`config.mk`:
```
export PLATFORM = sky130hd
export DESIGN_NAME = ufp_port
export DESIGN_NICKNAME = d
export VERILOG_FILES = /design/src/hdl/ufp_pkg.sv /design/src/hdl/ufp_fifo.sv /design/src/hdl/ufp_port.sv
export VERILOG_INCLUDE_DIRS = /design/src /design/src/hdl
export SDC_FILE = /design/constraint.sdc
export NUM_CORES = 1
export LEC_CHECK = 0
export ABC_AREA = 1
export BUFFER_PORTS_ARGS = -buffer_cell sky130_fd_sc_hd__buf_4
export CAP_MARGIN = 20
export CORE_MARGIN = 10
export CORE_UTILIZATION = 30
export CTS_CLUSTER_DIAMETER = 120
export DETAILED_ROUTE_END_ITERATION = 6
export PLACE_DENSITY = 0.55
export SYNTH_ARGS = -nofsm -noshare
export SYNTH_HDL_FRONTEND = slang
export SYNTH_SLANG_ARGS = --single-unit
```
`constraint.sdc`:
```
create_clock -name core_clk -period 3.4 [get_ports core_clk]
set_clock_uncertainty 0.1 [all_clocks]
set_input_delay 0.68 -clock core_clk [delete_from_list [all_inputs] [get_ports core_clk]]
set_output_delay 0.68 -clock core_clk [all_outputs]
set_load 0.005 [all_outputs]
```
`src/hdl/ufp_regs.svh`:
```
/*
 * Register offsets, field positions, reset values and timing counts of
 * the parallel FIFO port.
 * Assumes a 25 MHz core clock and a 12-bit APB byte address.
 */
`ifndef UFP_REGS_SVH
`define UFP_REGS_SVH

// Core clock rate in kHz
`define UFP_CLK_KHZ        25000
// Least time the wake pin must be held low, in ms
`define UFP_WAKE_MIN_MS    20
// Least wake hold time in core clock cycles
`define UFP_WAKE_CYCLES    (`UFP_WAKE_MIN_MS * `UFP_CLK_KHZ)

// APB byte offsets
`define UFP_OFF_CTRL       12'h000
`define UFP_OFF_STATUS     12'h004
`define UFP_OFF_RXDATA     12'h008
`define UFP_OFF_TXDATA     12'h00c
`define UFP_OFF_WAKE       12'h010
`define UFP_OFF_LEVEL      12'h014

// Control register fields
`define UFP_CTRL_CONFIGURED 0
`define UFP_CTRL_SUSPENDED  1
`define UFP_CTRL_WAKE_EN    2
`define UFP_CTRL_RESET      3'h0

// Status register fields
`define UFP_ST_RX_EMPTY    0
`define UFP_ST_RX_FULL     1
`define UFP_ST_TX_EMPTY    2
`define UFP_ST_TX_FULL     3
`define UFP_ST_RD_BUSY     4
`define UFP_ST_WR_BUSY     5

// Transmit data register: valid flag above the byte
`define UFP_TXD_VALID      8

// Wake register: sticky resume flag, write one to clear
`define UFP_WAKE_SEEN      0

// Level register: transmit count starts here
`define UFP_LVL_TX_LSB     16

// Reset levels of the pin synchronisers
`define UFP_SYNC_HIGH      3'h7
`define UFP_SYNC_LOW       3'h0

`endif
```
`src/hdl/ufp_pkg.sv`:
```
/*
 * Types shared by the parallel FIFO port modules.
 * Assumes nothing beyond a SystemVerilog tool.
 */
package ufp_pkg;
    // Strobe phase, one-hot
    typedef enum logic [1:0] {
        UFP_IDLE = 2'b01,
        UFP_BUSY = 2'b10
    } ufp_phase_e;
    // One byte on the data port
    typedef logic [7:0]  ufp_byte_t;
    // APB byte address
    typedef logic [11:0] ufp_addr_t;
endpackage

```
`src/hdl/ufp_fifo.sv`:
```
/*
 * Synchronous first-word-fall-through FIFO with valid/ready on both sides.
 * Assumes one clock and an active-low asynchronous reset.
 */
`timescale 1ns/100ps
module ufp_fifo #(
    parameter int  WIDTH = 8,
    parameter int  DEPTH = 16,
    localparam int AW    = $clog2(DEPTH),
    localparam int CW    = $clog2(DEPTH + 1)
) (
    input  wire logic             core_clk,
    input  wire logic             resetn,
    input  wire logic [WIDTH-1:0] push_data,
    input  wire logic             push_valid,
    output logic                  push_ready,
    output logic      [WIDTH-1:0] pop_data,
    output logic                  pop_valid,
    input  wire logic             pop_ready,
    output logic      [CW-1:0]    level
);
    logic [WIDTH-1:0] mem [DEPTH];  // Storage array
    logic [AW-1:0]    wptr;         // Next slot to fill
    logic [AW-1:0]    rptr;         // Oldest entry
    logic             do_push;      // Accepted push
    logic             do_pop;       // Accepted pop

    // Pointers wrap by overflow, so the depth must be a power of two
    if (DEPTH < 2 || (DEPTH & (DEPTH - 1)) != 0) begin : g_bad_depth
        $error("ufp_fifo: DEPTH must be a power of two, at least 2");
    end

    // Handshakes and show-ahead head
    assign push_ready = (level != CW'(DEPTH));
    assign pop_valid  = (level != '0);
    assign pop_data   = mem[rptr];
    assign do_push    = push_valid & push_ready;
    assign do_pop     = pop_valid & pop_ready;

    // Storage write, no reset needed on data
    always_ff @(posedge core_clk) begin
        if (do_push) begin
            mem[wptr] <= push_data;
        end
    end

    // Pointers and fill level
    always_ff @(posedge core_clk or negedge resetn) begin
        if (!resetn) begin
            wptr  <= '0;
            rptr  <= '0;
            level <= '0;
        end else begin
            if (do_push) begin
                wptr <= wptr + AW'(1);
            end
            if (do_pop) begin
                rptr <= rptr + AW'(1);
            end
            // Push and pop together leave the level alone
            if (do_push && !do_pop) begin
                level <= level + CW'(1);
            end else if (do_pop && !do_push) begin
                level <= level - CW'(1);
            end
        end
    end
endmodule

```
`src/hdl/ufp_port.sv`:
```
/*
 * Parallel FIFO port: byte-wide strobed pin interface to external logic,
 * receive and transmit FIFOs, status flags, power-enable and remote
 * wakeup, with an APB slave for the USB engine side.
 * Assumes pins arrive asynchronously and the APB master runs on core_clk.
 */
// The implementer's own choices: the register addresses and the APB register port.
// Behaviour
// - Read strobe low presents current receive byte.
// - Read strobe falling fetches next receive byte.
// - Write strobe falling captures data into transmit.
// - No writes while transmit room flag high.
// - Receive flag low only when bytes wait.
// - Status outputs float while in reset.
// - Power-enable low when configured, high when suspended.
// - Wake enabled and suspended turns receive pin input.
// - Wake pin low 20ms requests USB resume.
// - Reset input low returns device to reset.
`timescale 1ns/100ps
`include "ufp_regs.svh"
module ufp_port #(
    parameter int RX_DEPTH    = 16,
    parameter int TX_DEPTH    = 16,
    parameter int WAKE_CYCLES = `UFP_WAKE_CYCLES
) (
    input  wire logic              core_clk,
    input  wire logic              resetn,
    // APB slave
    input  wire logic              psel,
    input  wire logic              penable,
    input  wire logic              pwrite,
    input  wire ufp_pkg::ufp_addr_t paddr,
    input  wire logic [31:0]       pwdata,
    output logic      [31:0]       prdata,
    output logic                   pready,
    output logic                   pslverr,
    // Pin side
    input  wire ufp_pkg::ufp_byte_t fifo_data_in,
    output ufp_pkg::ufp_byte_t     fifo_data_out,
    output logic                   fifo_data_oe,
    input  wire logic              read_strobe_n,
    input  wire logic              write_strobe,
    output logic                   transmit_room_n,
    output logic                   transmit_room_oe,
    input  wire logic              receive_avail_in,
    output logic                   receive_avail_n,
    output logic                   receive_avail_oe,
    output logic                   configured_awake_n,
    // To the USB engine
    output logic                   usb_resume_req
);
    import ufp_pkg::*;

    localparam int RCW = $clog2(RX_DEPTH + 1);     // Receive level width
    localparam int TCW = $clog2(TX_DEPTH + 1);     // Transmit level width
    localparam int WCW = $clog2(WAKE_CYCLES + 1);  // Wake counter width

    // Refuse settings the logic cannot serve
    if (RX_DEPTH < 2 || TX_DEPTH < 2 || RX_DEPTH > 65535 || TX_DEPTH > 65535)
    begin : g_bad_depth
        $error("ufp_port: FIFO depths must lie in 2..65535");
    end
    if (WAKE_CYCLES < 1) begin : g_bad_wake
        $error("ufp_port: WAKE_CYCLES must be at least 1");
    end

    logic [2:0]       rd_sync;       // Read strobe synchroniser
    logic [2:0]       wr_sync;       // Write strobe synchroniser
    logic [2:0]       wk_sync;       // Wake pin synchroniser
    logic [7:0]       d_s1;          // Data pin stage one
    logic [7:0]       d_s2;          // Data pin stage two
    logic [7:0]       d_s3;          // Data pin stage three
    logic             rd_lvl;        // Filtered read strobe level
    logic             wr_lvl;        // Filtered write strobe level
    logic             wk_lvl;        // Filtered wake pin level
    logic             rd_fall;       // Read strobe high to low
    logic             rd_rise;       // Read strobe low to high
    logic             wr_fall;       // Write strobe high to low
    logic             wr_rise;       // Write strobe low to high
    ufp_phase_e       rd_state;      // Read strobe phase
    ufp_phase_e       next_rd_state;
    ufp_phase_e       wr_state;      // Write strobe phase
    ufp_phase_e       next_wr_state;
    logic [2:0]       ctrl;          // Configured, suspended, wake enable
    logic             wake_seen;     // Sticky resume flag
    logic             wake_mode;     // Receive pin acts as input
    logic [WCW-1:0]   wake_cnt;      // Cycles the wake pin has been low
    logic             wake_armed;    // One request per low period
    logic             wake_fire;     // Resume request this cycle
    logic             apb_setup;     // First cycle of a transfer
    logic             apb_done;      // Completing edge of a transfer
    logic             hit;           // Address is mapped
    logic [31:0]      rd_mux;        // Read data selected by address
    logic [7:0]       rx_head;       // Oldest receive byte
    logic             rx_valid;      // Receive FIFO not empty
    logic             rx_ready;      // Receive FIFO has room
    logic             rx_push;       // Engine writes a receive byte
    logic [RCW-1:0]   rx_level;      // Receive fill level
    logic [7:0]       tx_head;       // Oldest transmit byte
    logic             tx_valid;      // Transmit FIFO not empty
    logic             tx_ready;      // Transmit FIFO has room
    logic             tx_pop;        // Engine reads a transmit byte
    logic [TCW-1:0]   tx_level;      // Transmit fill level

    // Three-stage pin synchronisers; only stages two and three are compared
    always_ff @(posedge core_clk or negedge resetn) begin
        if (!resetn) begin
            rd_sync <= `UFP_SYNC_HIGH;
            wr_sync <= `UFP_SYNC_LOW;
            wk_sync <= `UFP_SYNC_HIGH;
            d_s1    <= '0;
            d_s2    <= '0;
            d_s3    <= '0;
        end else begin
            rd_sync <= {rd_sync[1:0], read_strobe_n};
            wr_sync <= {wr_sync[1:0], write_strobe};
            wk_sync <= {wk_sync[1:0], receive_avail_in};
            d_s1    <= fifo_data_in;
            d_s2    <= d_s1;
            d_s3    <= d_s2;
        end
    end

    // Edges count once the second and third stages agree
    assign rd_fall = rd_lvl && (rd_sync[2] == rd_sync[1]) && !rd_sync[2];
    assign rd_rise = !rd_lvl && (rd_sync[2] == rd_sync[1]) && rd_sync[2];
    assign wr_fall = wr_lvl && (wr_sync[2] == wr_sync[1]) && !wr_sync[2];
    assign wr_rise = !wr_lvl && (wr_sync[2] == wr_sync[1]) && wr_sync[2];

    // Filtered levels
    always_ff @(posedge core_clk or negedge resetn) begin
        if (!resetn) begin
            rd_lvl <= 1'b1;
            wr_lvl <= 1'b0;
            wk_lvl <= 1'b1;
        end else begin
            if (rd_sync[2] == rd_sync[1]) begin
                rd_lvl <= rd_sync[2];
            end
            if (wr_sync[2] == wr_sync[1]) begin
                wr_lvl <= wr_sync[2];
            end
            if (wk_sync[2] == wk_sync[1]) begin
                wk_lvl <= wk_sync[2];
            end
        end
    end

    // Strobe phase machines
    always_comb begin
        next_rd_state = rd_state;
        next_wr_state = wr_state;
        case (rd_state)
            UFP_IDLE: if (rd_fall) next_rd_state = UFP_BUSY;
            UFP_BUSY: if (rd_rise) next_rd_state = UFP_IDLE;
            default:  next_rd_state = UFP_IDLE;
        endcase
        case (wr_state)
            UFP_IDLE: if (wr_rise) next_wr_state = UFP_BUSY;
            UFP_BUSY: if (wr_fall) next_wr_state = UFP_IDLE;
            default:  next_wr_state = UFP_IDLE;
        endcase
    end

    // Phase registers; reset input returns both to idle
    always_ff @(posedge core_clk or negedge resetn) begin
        if (!resetn) begin
            rd_state <= UFP_IDLE;
            wr_state <= UFP_IDLE;
        end else begin
            rd_state <= next_rd_state;
            wr_state <= next_wr_state;
        end
    end

    // Receive FIFO: engine fills it, read strobe drains it
    ufp_fifo #(
        .WIDTH (8),
        .DEPTH (RX_DEPTH)
    ) u_rx_fifo (
        .core_clk   (core_clk),
        .resetn     (resetn),
        .push_data  (pwdata[7:0]),
        .push_valid (rx_push),
        .push_ready (rx_ready),
        .pop_data   (rx_head),
        .pop_valid  (rx_valid),
        .pop_ready  (rd_fall),
        .level      (rx_level)
    );

    // Transmit FIFO: write strobe fills it, engine drains it
    ufp_fifo #(
        .WIDTH (8),
        .DEPTH (TX_DEPTH)
    ) u_tx_fifo (
        .core_clk   (core_clk),
        .resetn     (resetn),
        .push_data  (d_s3),
        .push_valid (wr_fall),
        .push_ready (tx_ready),
        .pop_data   (tx_head),
        .pop_valid  (tx_valid),
        .pop_ready  (tx_pop),
        .level      (tx_level)
    );

    // Data port: driven only while the read strobe is low
    always_ff @(posedge core_clk or negedge resetn) begin
        if (!resetn) begin
            fifo_data_out <= '0;
            fifo_data_oe  <= 1'b0;
        end else begin
            fifo_data_oe <= !rd_lvl || rd_fall;
            // Fetch the next byte on the falling edge; empty keeps the old one
            if (rd_fall && rx_valid) begin
                fifo_data_out <= rx_head;
            end
        end
    end

    // Status flags; enables stay low through reset so the pins float
    always_ff @(posedge core_clk or negedge resetn) begin
        if (!resetn) begin
            transmit_room_n  <= 1'b1;
            transmit_room_oe <= 1'b0;
            receive_avail_n  <= 1'b1;
            receive_avail_oe <= 1'b0;
        end else begin
            transmit_room_oe <= 1'b1;
            receive_avail_oe <= !wake_mode;
            // High after each transfer, low again once a byte fits
            transmit_room_n <= wr_fall || (next_wr_state == UFP_BUSY) || !tx_ready;
            // High after each fetch until the strobe returns and bytes wait
            receive_avail_n <= (next_rd_state == UFP_BUSY) || !rx_valid;
        end
    end

    // Power enable follows configuration and suspend
    always_ff @(posedge core_clk or negedge resetn) begin
        if (!resetn) begin
            configured_awake_n <= 1'b1;
        end else begin
            configured_awake_n <= !(ctrl[`UFP_CTRL_CONFIGURED]
                                    && !ctrl[`UFP_CTRL_SUSPENDED]);
        end
    end

    // Wake detect: time the low level on the receive pin while it is an input
    assign wake_mode = ctrl[`UFP_CTRL_SUSPENDED] && ctrl[`UFP_CTRL_WAKE_EN];
    assign wake_fire = wake_mode && !wk_lvl && wake_armed
                       && (wake_cnt == WCW'(WAKE_CYCLES - 1));

    // Counter saturates and wake_armed clears on the request, so one long low period gives one request
    always_ff @(posedge core_clk or negedge resetn) begin
        if (!resetn) begin
            wake_cnt       <= '0;
            wake_armed     <= 1'b1;
            usb_resume_req <= 1'b0;
        end else begin
            usb_resume_req <= wake_fire;
            if (!wake_mode || wk_lvl) begin
                wake_cnt   <= '0;
                wake_armed <= 1'b1;
            end else begin
                if (wake_cnt != WCW'(WAKE_CYCLES - 1)) begin
                    wake_cnt <= wake_cnt + WCW'(1);
                end
                if (wake_fire) begin
                    wake_armed <= 1'b0;
                end
            end
        end
    end

    // APB decode; no wait state, all answers registered in the setup cycle
    assign apb_setup = psel && !penable && !pready;
    assign apb_done  = psel && penable && pready;
    assign rx_push   = apb_done && pwrite && (paddr == `UFP_OFF_RXDATA);
    // Pop only a byte that was actually returned
    assign tx_pop    = apb_done && !pwrite && (paddr == `UFP_OFF_TXDATA)
                       && prdata[`UFP_TXD_VALID];

    // Read data and address hit
    always_comb begin
        rd_mux = '0;
        hit    = 1'b1;
        case (paddr)
            `UFP_OFF_CTRL:   rd_mux[2:0] = ctrl;
            `UFP_OFF_STATUS: begin
                rd_mux[`UFP_ST_RX_EMPTY] = !rx_valid;
                rd_mux[`UFP_ST_RX_FULL]  = !rx_ready;
                rd_mux[`UFP_ST_TX_EMPTY] = !tx_valid;
                rd_mux[`UFP_ST_TX_FULL]  = !tx_ready;
                rd_mux[`UFP_ST_RD_BUSY]  = (rd_state == UFP_BUSY);
                rd_mux[`UFP_ST_WR_BUSY]  = (wr_state == UFP_BUSY);
            end
            `UFP_OFF_RXDATA: rd_mux = '0;
            `UFP_OFF_TXDATA: rd_mux = {23'h0, tx_valid, tx_head};
            `UFP_OFF_WAKE:   rd_mux[`UFP_WAKE_SEEN] = wake_seen;
            `UFP_OFF_LEVEL: begin
                rd_mux[15:0]  = 16'(rx_level);
                rd_mux[31:16] = 16'(tx_level);
            end
            default:         hit = 1'b0;
        endcase
    end

    // APB answer registers
    always_ff @(posedge core_clk or negedge resetn) begin
        if (!resetn) begin
            pready  <= 1'b0;
            pslverr <= 1'b0;
            prdata  <= '0;
        end else begin
            pready  <= apb_setup;
            pslverr <= apb_setup && !hit;
            // Read data is captured in setup and held through the access
            if (apb_setup) begin
                prdata <= pwrite ? 32'h0 : rd_mux;
            end
        end
    end

    // Control register and sticky wake flag; a new wake beats a clear
    always_ff @(posedge core_clk or negedge resetn) begin
        if (!resetn) begin
            ctrl      <= `UFP_CTRL_RESET;
            wake_seen <= 1'b0;
        end else begin
            if (apb_done && pwrite && paddr == `UFP_OFF_CTRL) begin
                ctrl <= pwdata[2:0];
            end
            if (wake_fire) begin
                wake_seen <= 1'b1;
            end else if (apb_done && pwrite && paddr == `UFP_OFF_WAKE
                         && pwdata[`UFP_WAKE_SEEN]) begin
                wake_seen <= 1'b0;
            end
        end
    end
endmodule

```
==> results of run 1 <==
## logic make-up (layout without fill, tap and decap cells)
logic type / after synthesis / after routing
xor gates and xnor gates: 20 / 20
buffers and inverters: 184 / 295
other: 2 / 19
and+or+nand+nor: 686 / 686
AOI/OAI and AO/OA: 166 / 166
muxes: 2 / 2
adders and majority gates: 26 / 26
DFF: 377 / 377
## layout by cell type (no fill, tap or decap), types with 3 or more instances in the layout
cell type / netlist / final
dfrtp_2: 0 / 3
dfrtp_1: 107 / 104
conb_1: 2 / 19
nor2_1: 208 / 208
nand2_1: 296 / 296
inv_2: 5 / 5
clkinv_2: 0 / 8
nor3_1: 11 / 11
bufinv_16: 0 / 3
o21ai_0: 100 / 100
o31ai_1: 6 / 6
nor2_4: 4 / 4
clkinv_1: 3 / 11
nand3_1: 138 / 138
xor2_1: 18 / 18
clkbuf_16: 0 / 42
nand4_1: 12 / 12
buf_4: 22 / 103
a21oi_1: 20 / 20
ha_1: 23 / 23
o21ai_1: 5 / 5
inv_1: 104 / 104
edfxtp_1: 256 / 256
clkbuf_1: 16 / 10
dfstp_2: 14 / 14
o211ai_1: 33 / 33
## through the flow
| stage | util [%] | hold slack, ps | total power, W |
|---|---|---|---|
| 6_report | 35.4 | 95.0 | 0.0119 |
| 5_1_grt | 35.4 | 63.8 | 0.0125 |
| 4_1_cts | 35.4 | 57.0 | 0.0121 |
| 3_5_place_dp | 32.8 | 235 | 0.00753 |
| 3_3_place_gp | 32.8 | 233 | 0.00747 |
| 2_1_floorplan | - | 231 | 0.00684 |
## power by group through the flow
| stage | clock network (W) | registers [W] | logic (W) |
|---|---|---|---|
| 2_1_floorplan | 0 | 0.00540 | 0.00144 |
| 3_3_place_gp | 0 | 0.00553 | 0.00194 |
| 3_5_place_dp | 0 | 0.00555 | 0.00198 |
| 4_1_cts | 0.00460 | 0.00546 | 0.00200 |
| 5_1_grt | 0.00479 | 0.00550 | 0.00223 |
| 6_report | 0.00447 | 0.00545 | 0.00196 |
## registers in the layout (all words and copies together), names as in the netlist, 5 cells and up
name             flops
prdata              14
d_s3                 8
d_s2                 8
u_tx_fifo.level      5
u_rx_fifo.mem      128
u_rx_fifo.level      5
u_tx_fifo.mem      128
d_s1                 8
fifo_data_out        8
wake_cnt            19
## layer usage
metal / up-vias / share of wire (%) / track usage (%)
li1: 5114 / - / -
met1: 5118 / 45 / 15.6
met2: 289 / 46 / 18.7
met3: 63 / 6.5 / 2.73
met4: 0 / 2.8 / 4.34
met5: - / 0 / 0
## worst max-delay path: cells and delay by family, from the launching register on
| family | cells | cell delay (ps) |
|---|---|---|
| and+or+nand+nor | 6 | 970 |
| adders and majority gates | 2 | 610 |
| AOI/OAI and AO/OA | 2 | 260 |
| DFF | 1 | 410 |
| xor gates and xnor gates | 1 | 150 |
| buffers and inverters | 1 | 110 |
## timing repair
action / in CTS / in global routing
endpoints found under the setup margin: 0 / 0
hold buffers: 1 / 0
endpoints found under the hold margin: 43 / 0
## worst paths after layout
check,startpoint,end,slack [ps]
worst max-delay path,pready$_DFF_PN0_,u_rx_fifo.level[4]$_DFFE_PN0P_,670
worst min-delay path,fifo_data_in[4],d_s1[4]$_DFF_PN0_,90
worst max register to register,pready$_DFF_PN0_,u_rx_fifo.level[4]$_DFFE_PN0P_,670
worst min register to register,d_s2[3]$_DFF_PN0_,d_s3[3]$_DFF_PN0_,240
max in group asynchronous,resetn,u_rx_fifo.rptr[1]$_DFFE_PN0P_,1840
min in group asynchronous,resetn,d_s1[4]$_DFF_PN0_,500
## layout make-up
type	count	area, um2	area share, %
clock buffers	54	1120	5.99
clock inverters	23	249	1.34
inverters	112	420	2.26
multi-input cells	919	4440	23.8
flip-flops and latches	377	10700	57.6
well taps	688	861	4.62
repair buffers	106	815	4.37
==> flow_summary_export.csv, run 1 <==
group,metric,value,unit
logic_synthesis,netlist_top_cells_area,"edfxtp_1, dfrtp_1, nand2_1, nor2_1, nand3_1",
critical_path,reg2reg_depth,12,
logic_synthesis,post-synth-top-count-cell,"nand2_1",
layout,antenna_cells,0,
routing,drtAntennaViolNets,0,
sta,finalSetupViolCount,0,
logic_synthesis,synth_top_family_by_area,"simple AND/OR/NAND/NOR gates",
power,p_sw,0.00344,W
place,place_area,17300,um2
hold_path,hold_depth,1,
layout,areaGrowthSynthToFinish,16.8,%
power,power_frac_comb,16.5,%
job,drv_cap,0,
sta,slew_violations,0,
sta,finalCritPeriodShare,80.4,%
power,power.density,638,nW/um2
place,dp_hpwl,24.0,mm
power,p_sw_share,29.0,%
logic_synthesis,syn_avg_cell_area,10.9,um2
sta,finalHoldViolCount,0,
routing,drt-total-wl,37.7,mm
sta,tightest_slew,868,ps
critical_path,cp_cell_sequence,"nand3_1 -> nor2_1 -> nand2_1 -> nor2_4 -> ha_1 -> inv_1 -> fa_1 -> nand2_1 -> a21oi_1 -> o21ai_0 -> nand3_1 -> xor2_1",
clock_tree,clk_latency,580,ps
critical_path,cp-end-kind,"flop",
clock_tree,cts_root_buffer,"clkbuf_16",
logic_synthesis,netlist_instances,1463,
logic_synthesis,synth_common_cells,"nand2_1, edfxtp_1, nor2_1, nand3_1, dfrtp_1",
die,dieArea,62800,um2
status,run_status,"finished clean",
clock_tree,cts_tree,"done",
logic_synthesis,ys_seq_area_share,67.3,%
logic_synthesis,synthXorXnorAreaFrac,1.10,%
power,leakage,7.30,nW
clock_tree,ctsResizeCount,0,
clock_tree,clock-sinks,377,
logic_synthesis,synthAdderAreaFrac,2.12,%
routing,vias,10600,
critical_path,cp_max_fo,5,
place,finalWeightedCongestion,0.819,
logic_synthesis,muxShareOfSynthArea,0.141,%
global_routing,grt_max_degree,70,
sta,setup_tns,0,ps
routing,drtIter0Drc,778,
die,rows,84,
clock_tree,clock_path_buffers,3,
global_routing,grt_pass1_vias,10600,
place,dp_slack,270,ps
routing,viasPerCell,4.64,
place,port_buffers,66,
logic_synthesis,yosys.area_share.simple,18.1,%
power,p_seq_share,45.9,%
logic_synthesis,async_reset_ff_share,32.1,%
routing,drtPass1Iterations,5,
sta,timing.fmax,366,MHz
layout,final_area,18600,um2
clock_tree,cts_buffers,42,
hold_path,hp-class,"input port to flop",
global_routing,track_usage,11.9,%
logic_synthesis,yosys_most_used_dff,"edfxtp_1",
critical_path,worstPathRequired,3760,ps
sta,fin_ws,665,ps
sta,timing.max_slew.rel_slack,41.9,%
critical_path,start_kind,"flop",
critical_path,cp_slowest_cell,"fa_1",
critical_path,arrival,3100,ps
layout,fill_cells,5179,
routing,wl_per_cell,16.5,um
sta,grt_setup_unrepaired,"no",
critical_path,cpPeakStageDelay,420,ps
routing,drc_errors,0,
die,core,52700,um2
critical_path,critical_path_class,"flop to flop",
logic_synthesis,yosysUniqueCellTypes,43,
logic_synthesis,yosysWarnings,0,
clock_tree,path_clk_slew,60,ps
global_routing,grt_pass1_wl,60.0,mm
power,ir_drop,359,uV
clock_tree,htreeDepth,2,
die,die_w,251,um
power,clockPowerShare,37.6,%
logic_synthesis,synth_edf_count,256,
logic_synthesis,syn_area,16000,um2
layout,nNetsFinal,1643,
die,pin_count,109,
global_routing,grt-ovfl-total,0,
layout,final_cell_count_no_fill,2279,
global_routing,antenna_found_initial,0,
place,place_inst,2201,
logic_synthesis,synthDominantCellAreaShare,48.2,%
logic_synthesis,synth-compound-area-share,5.86,%
layout,layout-drive-gt1-share,12.8,%
logic_synthesis,yosysTopAreaCell,"edfxtp_1",
die,initial_core_util,30.3,%
sta,min_period,2730,ps
die,dieHeight,251,um
logic_synthesis,ys_ff_latch,377,
power,intPower,0.00844,W
clock_tree,cts_setup_buffers,0,
Note: power is estimated with default switching activity, not from simulation.
==> run 2: changes to the inputs <==
--- a/config.mk
+++ b/config.mk
@@ -6,14 +6,14 @@
 export SDC_FILE = /design/constraint.sdc
 export NUM_CORES = 1
 export LEC_CHECK = 0
-export ABC_AREA = 1
+export ABC_AREA = 0
 export BUFFER_PORTS_ARGS = -buffer_cell sky130_fd_sc_hd__buf_4
 export CAP_MARGIN = 20
 export CORE_MARGIN = 10
 export CORE_UTILIZATION = 30
 export CTS_CLUSTER_DIAMETER = 120
 export DETAILED_ROUTE_END_ITERATION = 6
-export PLACE_DENSITY = 0.55
+export PLACE_DENSITY = 0.57
 export SYNTH_ARGS = -nofsm -noshare
 export SYNTH_HDL_FRONTEND = slang
 export SYNTH_SLANG_ARGS = --single-unit
==> constraint.sdc (replaced) <==
create_clock -name core_clk -period 2.3 [get_ports core_clk]
set_clock_uncertainty 0.1 [all_clocks]
set_input_delay 0.46 -clock core_clk [delete_from_list [all_inputs] [get_ports core_clk]]
set_output_delay 0.46 -clock core_clk [all_outputs]
set_load 0.005 [all_outputs]
==> run 2 against run 1 <==
  * The run now ends with negative setup slack left
  * Critical path depth grew 1
  * Routed wire length is 11% lower
  * Synthesized cell count down 39%
  * Worst hold slack gained 30 ps
  * First-iteration DRC count is 45% lower
  * Area after synthesis is 5.1% lower
  * Final area grew 1.6%
  * Core utilization is 2.4 points higher
  * Clock-buffer cell count grew 2
  * Worst setup slack worse by 1000 ps
  * Combinational power grew 65%
  * Maximum frequency grew 2.2%
==> flow_summary_export.csv, run 2 <==
group,metric,value,unit
global_routing,use_met2,17.6,%
layout,mostFrequentLayoutCell,"edfxtp_1",
power,power.density,916,nW/um2
logic_synthesis,netlist_instances,888,
layout,final_cell_count_no_fill,1776,
critical_path,reg2reg_depth,13,
power,total_power,0.0173,W
power,intPower,0.0129,W
layout,areaGrowthSynthToFinish,25.0,%
logic_synthesis,post-synth-top-count-cell,"edfxtp_1",
critical_path,start_kind,"flop",
place,place_inst,1683,
die,core,50100,um2
layout,nNetsFinal,1158,
routing,vias,8178,
global_routing,top_usage_layer,"met2",
layout,antenna_cells,0,
clock_tree,cts_buffers,39,
logic_synthesis,yosysTopAreaCell,"edfxtp_1",
critical_path,cp-end-kind,"flop",
place,port_buffers,66,
sta,fin_ws,-376,ps
logic_synthesis,ys_ff_latch,377,
critical_path,critical_path_class,"flop to flop",
routing,wl_per_cell,18.9,um
sta,tightest_slew,568,ps
hold_path,hp-class,"input port to flop",
critical_path,cp-startpoint,"u_tx_fifo.level[1]$_DFFE_PN0P_",
logic_synthesis,syn_avg_cell_area,17.1,um2
clock_tree,clock-sinks,377,
status,run_status,"finished, violations left",
global_routing,use_met1,15.2,%
logic_synthesis,ys_seq_area_share,70.9,%
clock_tree,path_clk_slew,60,ps
logic_synthesis,synth_edf_count,256,
power,p_sw,0.00444,W
logic_synthesis,yosysUniqueCellTypes,56,
clock_tree,clk_latency,550,ps
die,dieArea,59900,um2
power,ir_drop,537,uV
clock_tree,cts_root_buffer,"clkbuf_16",
logic_synthesis,synthDominantCellAreaShare,50.8,%
routing,drc_errors,0,
place,dp_slack,-587,ps
die,rows,82,
status,failed_checks,"negative setup slack",
place,dp_hpwl,22.8,mm
sta,slew_violations,0,
power,clockPowerShare,35.6,%
sta,timing.fmax,374,MHz
die,pin_count,109,
critical_path,rr_endpoint,"u_tx_fifo.level[4]$_DFFE_PN0P_",
logic_synthesis,synth_common_cells,"edfxtp_1, dfrtp_1, mux4_2, nand2_1, nor2_1",
sta,setup_tns,-1440,ps
sta,finalHoldViolCount,0,
critical_path,cp_max_fo,2,
critical_path,reg2reg_slack,-380,ps
hold_path,min_from,"pwdata[5]",
logic_synthesis,netlist_top_cells_area,"edfxtp_1, dfrtp_1, mux4_2, dfstp_2, ha_1",
place,finalWeightedCongestion,0.772,
clock_tree,cts_tree,"done",
global_routing,antenna_found_initial,0,
layout,layout_common_cells,"edfxtp_1, buf_4, dfrtp_1, mux4_2, nand2_1",
global_routing,use_met3,2.20,%
sta,timing.max_slew.rel_slack,62.1,%
sta,min_period,2680,ps
power,p_seq_share,45.7,%
clock_tree,clock_path_buffers,3,
global_routing,grt-ovfl-total,0,
die,dieHeight,245,um
global_routing,grt_max_degree,49,
routing,drtIter0Drc,425,
logic_synthesis,syn_area,15100,um2
global_routing,track_usage,11.2,%
power,leakage,6.89,nW
logic_synthesis,yosys_most_used_dff,"edfxtp_1",
critical_path,arrival,3020,ps
routing,drtPass1Iterations,5,
critical_path,worstPathRequired,2640,ps
sta,grt_setup_unrepaired,"yes",
routing,drtAntennaViolNets,0,
routing,viasPerCell,4.60,
job,drv_cap,0,
clock_tree,htreeDepth,2,
hold_path,min_to,"u_rx_fifo.mem[8][5]$_DFFE_PP_",
layout,layout-drive-gt1-share,33.8,%
routing,drt-total-wl,33.5,mm
global_routing,grt_pass1_wl,51.9,mm
die,initial_core_util,30.3,%
layout,reg_top3,"u_rx_fifo.mem x128, u_tx_fifo.mem x128, wake_cnt x19",
sta,finalSetupViolCount,6,
critical_path,r2r_start,"u_tx_fifo.level[1]$_DFFE_PN0P_",
logic_synthesis,yosysWarnings,0,
power,p_sw_share,25.6,%
die,die_w,245,um
global_routing,grt_pass1_vias,8452,
power,power_frac_comb,18.7,%
hold_path,hold_depth,1,
sta,finalCritPeriodShare,116,%
logic_synthesis,async_reset_ff_share,32.1,%
## run 2: cell count changes after synthesis, moves of 16 or more
cell and delta:
inv_1 -80, xnor2_1 +16, nand2_1 -250, nand3_1 -125, nor2_1 -172, mux2i_1 +17, o211ai_1 -32, o21ai_0 -78
mux4_2 +64, and2_1 +27
## run 2: per-stage QoR
step	hold slack, ps	instance area (um2)	util (%)
after floorplan	64.4	15300	-
after global placement	231	17300	34.6
after detailed placement	236	17300	34.6
after CTS	95.1	18800	37.6
after global routing	130	18900	37.8
final	125	18900	37.8
## run 2: power groups by stage
stage	Combinational [W]	Clock, W	Sequential (W)
floorplan	0.00187	0	0.00803
global placement	0.00305	0	0.00801
detailed placement	0.00311	0	0.00804
CTS	0.00322	0.00637	0.00792
global route	0.00358	0.00662	0.00797
finish	0.00324	0.00618	0.00792
## run 2: cell families after synthesis
family	after synthesis	synth area share, %
AOI/OAI and AO/OA	94	4.31
xor gates and xnor gates	35	2.02
adders and majority gates	27	2.30
buffers and inverters	74	2.40
DFF	377	70.9
muxes	88	11.2
other	2	0.0496
and+or+nand+nor	191	6.91
## run 2: worst max path at each step
stage	endpoint	slack, ps	cells after the start
after floorplan	u_rx_fifo.level[4]$_DFFE_PN0P_	-500	11
after CTS	u_tx_fifo.level[4]$_DFFE_PN0P_	-390	13
after global routing	u_tx_fifo.level[4]$_DFFE_PN0P_	-500	13
after detailed placement	u_rx_fifo.level[3]$_DFFE_PN0P_	-590	12
final	u_tx_fifo.level[4]$_DFFE_PN0P_	-380	13
after global placement	u_tx_fifo.level[4]$_DFFE_PN0P_	-550	14
## run 2: layout make-up
class	instances	area, um2
Timing Repair Buffer	177	1620
Inverter	24	97.6
Clock buffer	56	1110
Fill cell	4699	31100
Sequential cell	377	10700
Clock inverter	16	140
Tap cell	672	841
Multi-Input combinational cell	454	4390
## run 2: critical path, stage by stage, from the launching register on
cell     delay [ps]
dfrtp_1         370
or4_4           550
nor2_4          130
nor4_4           60
inv_1            60
ha_2            200
inv_4            40
buf_6           100
fa_2            330
a21o_1          170
a21oi_2         120
xnor2_1         120
nor2_1           70
xor2_1          130
## run 2: per-layer routing
metal  share of wire (%)  up-vias
li1                    -     3745
met1                  45     4218
met2                  48      162
met3                 4.6       53
met4                 2.3        0
met5                   0        -
## run 2: what timing repair did
item	4_1_cts	5_1_grt
pin swaps	11	12
hold endpoints to repair	34	0
resized for setup	33	30
hold buffers	12	0
endpoints found under the setup margin	141	224
buffers inserted	5	5
gates cloned	0	0
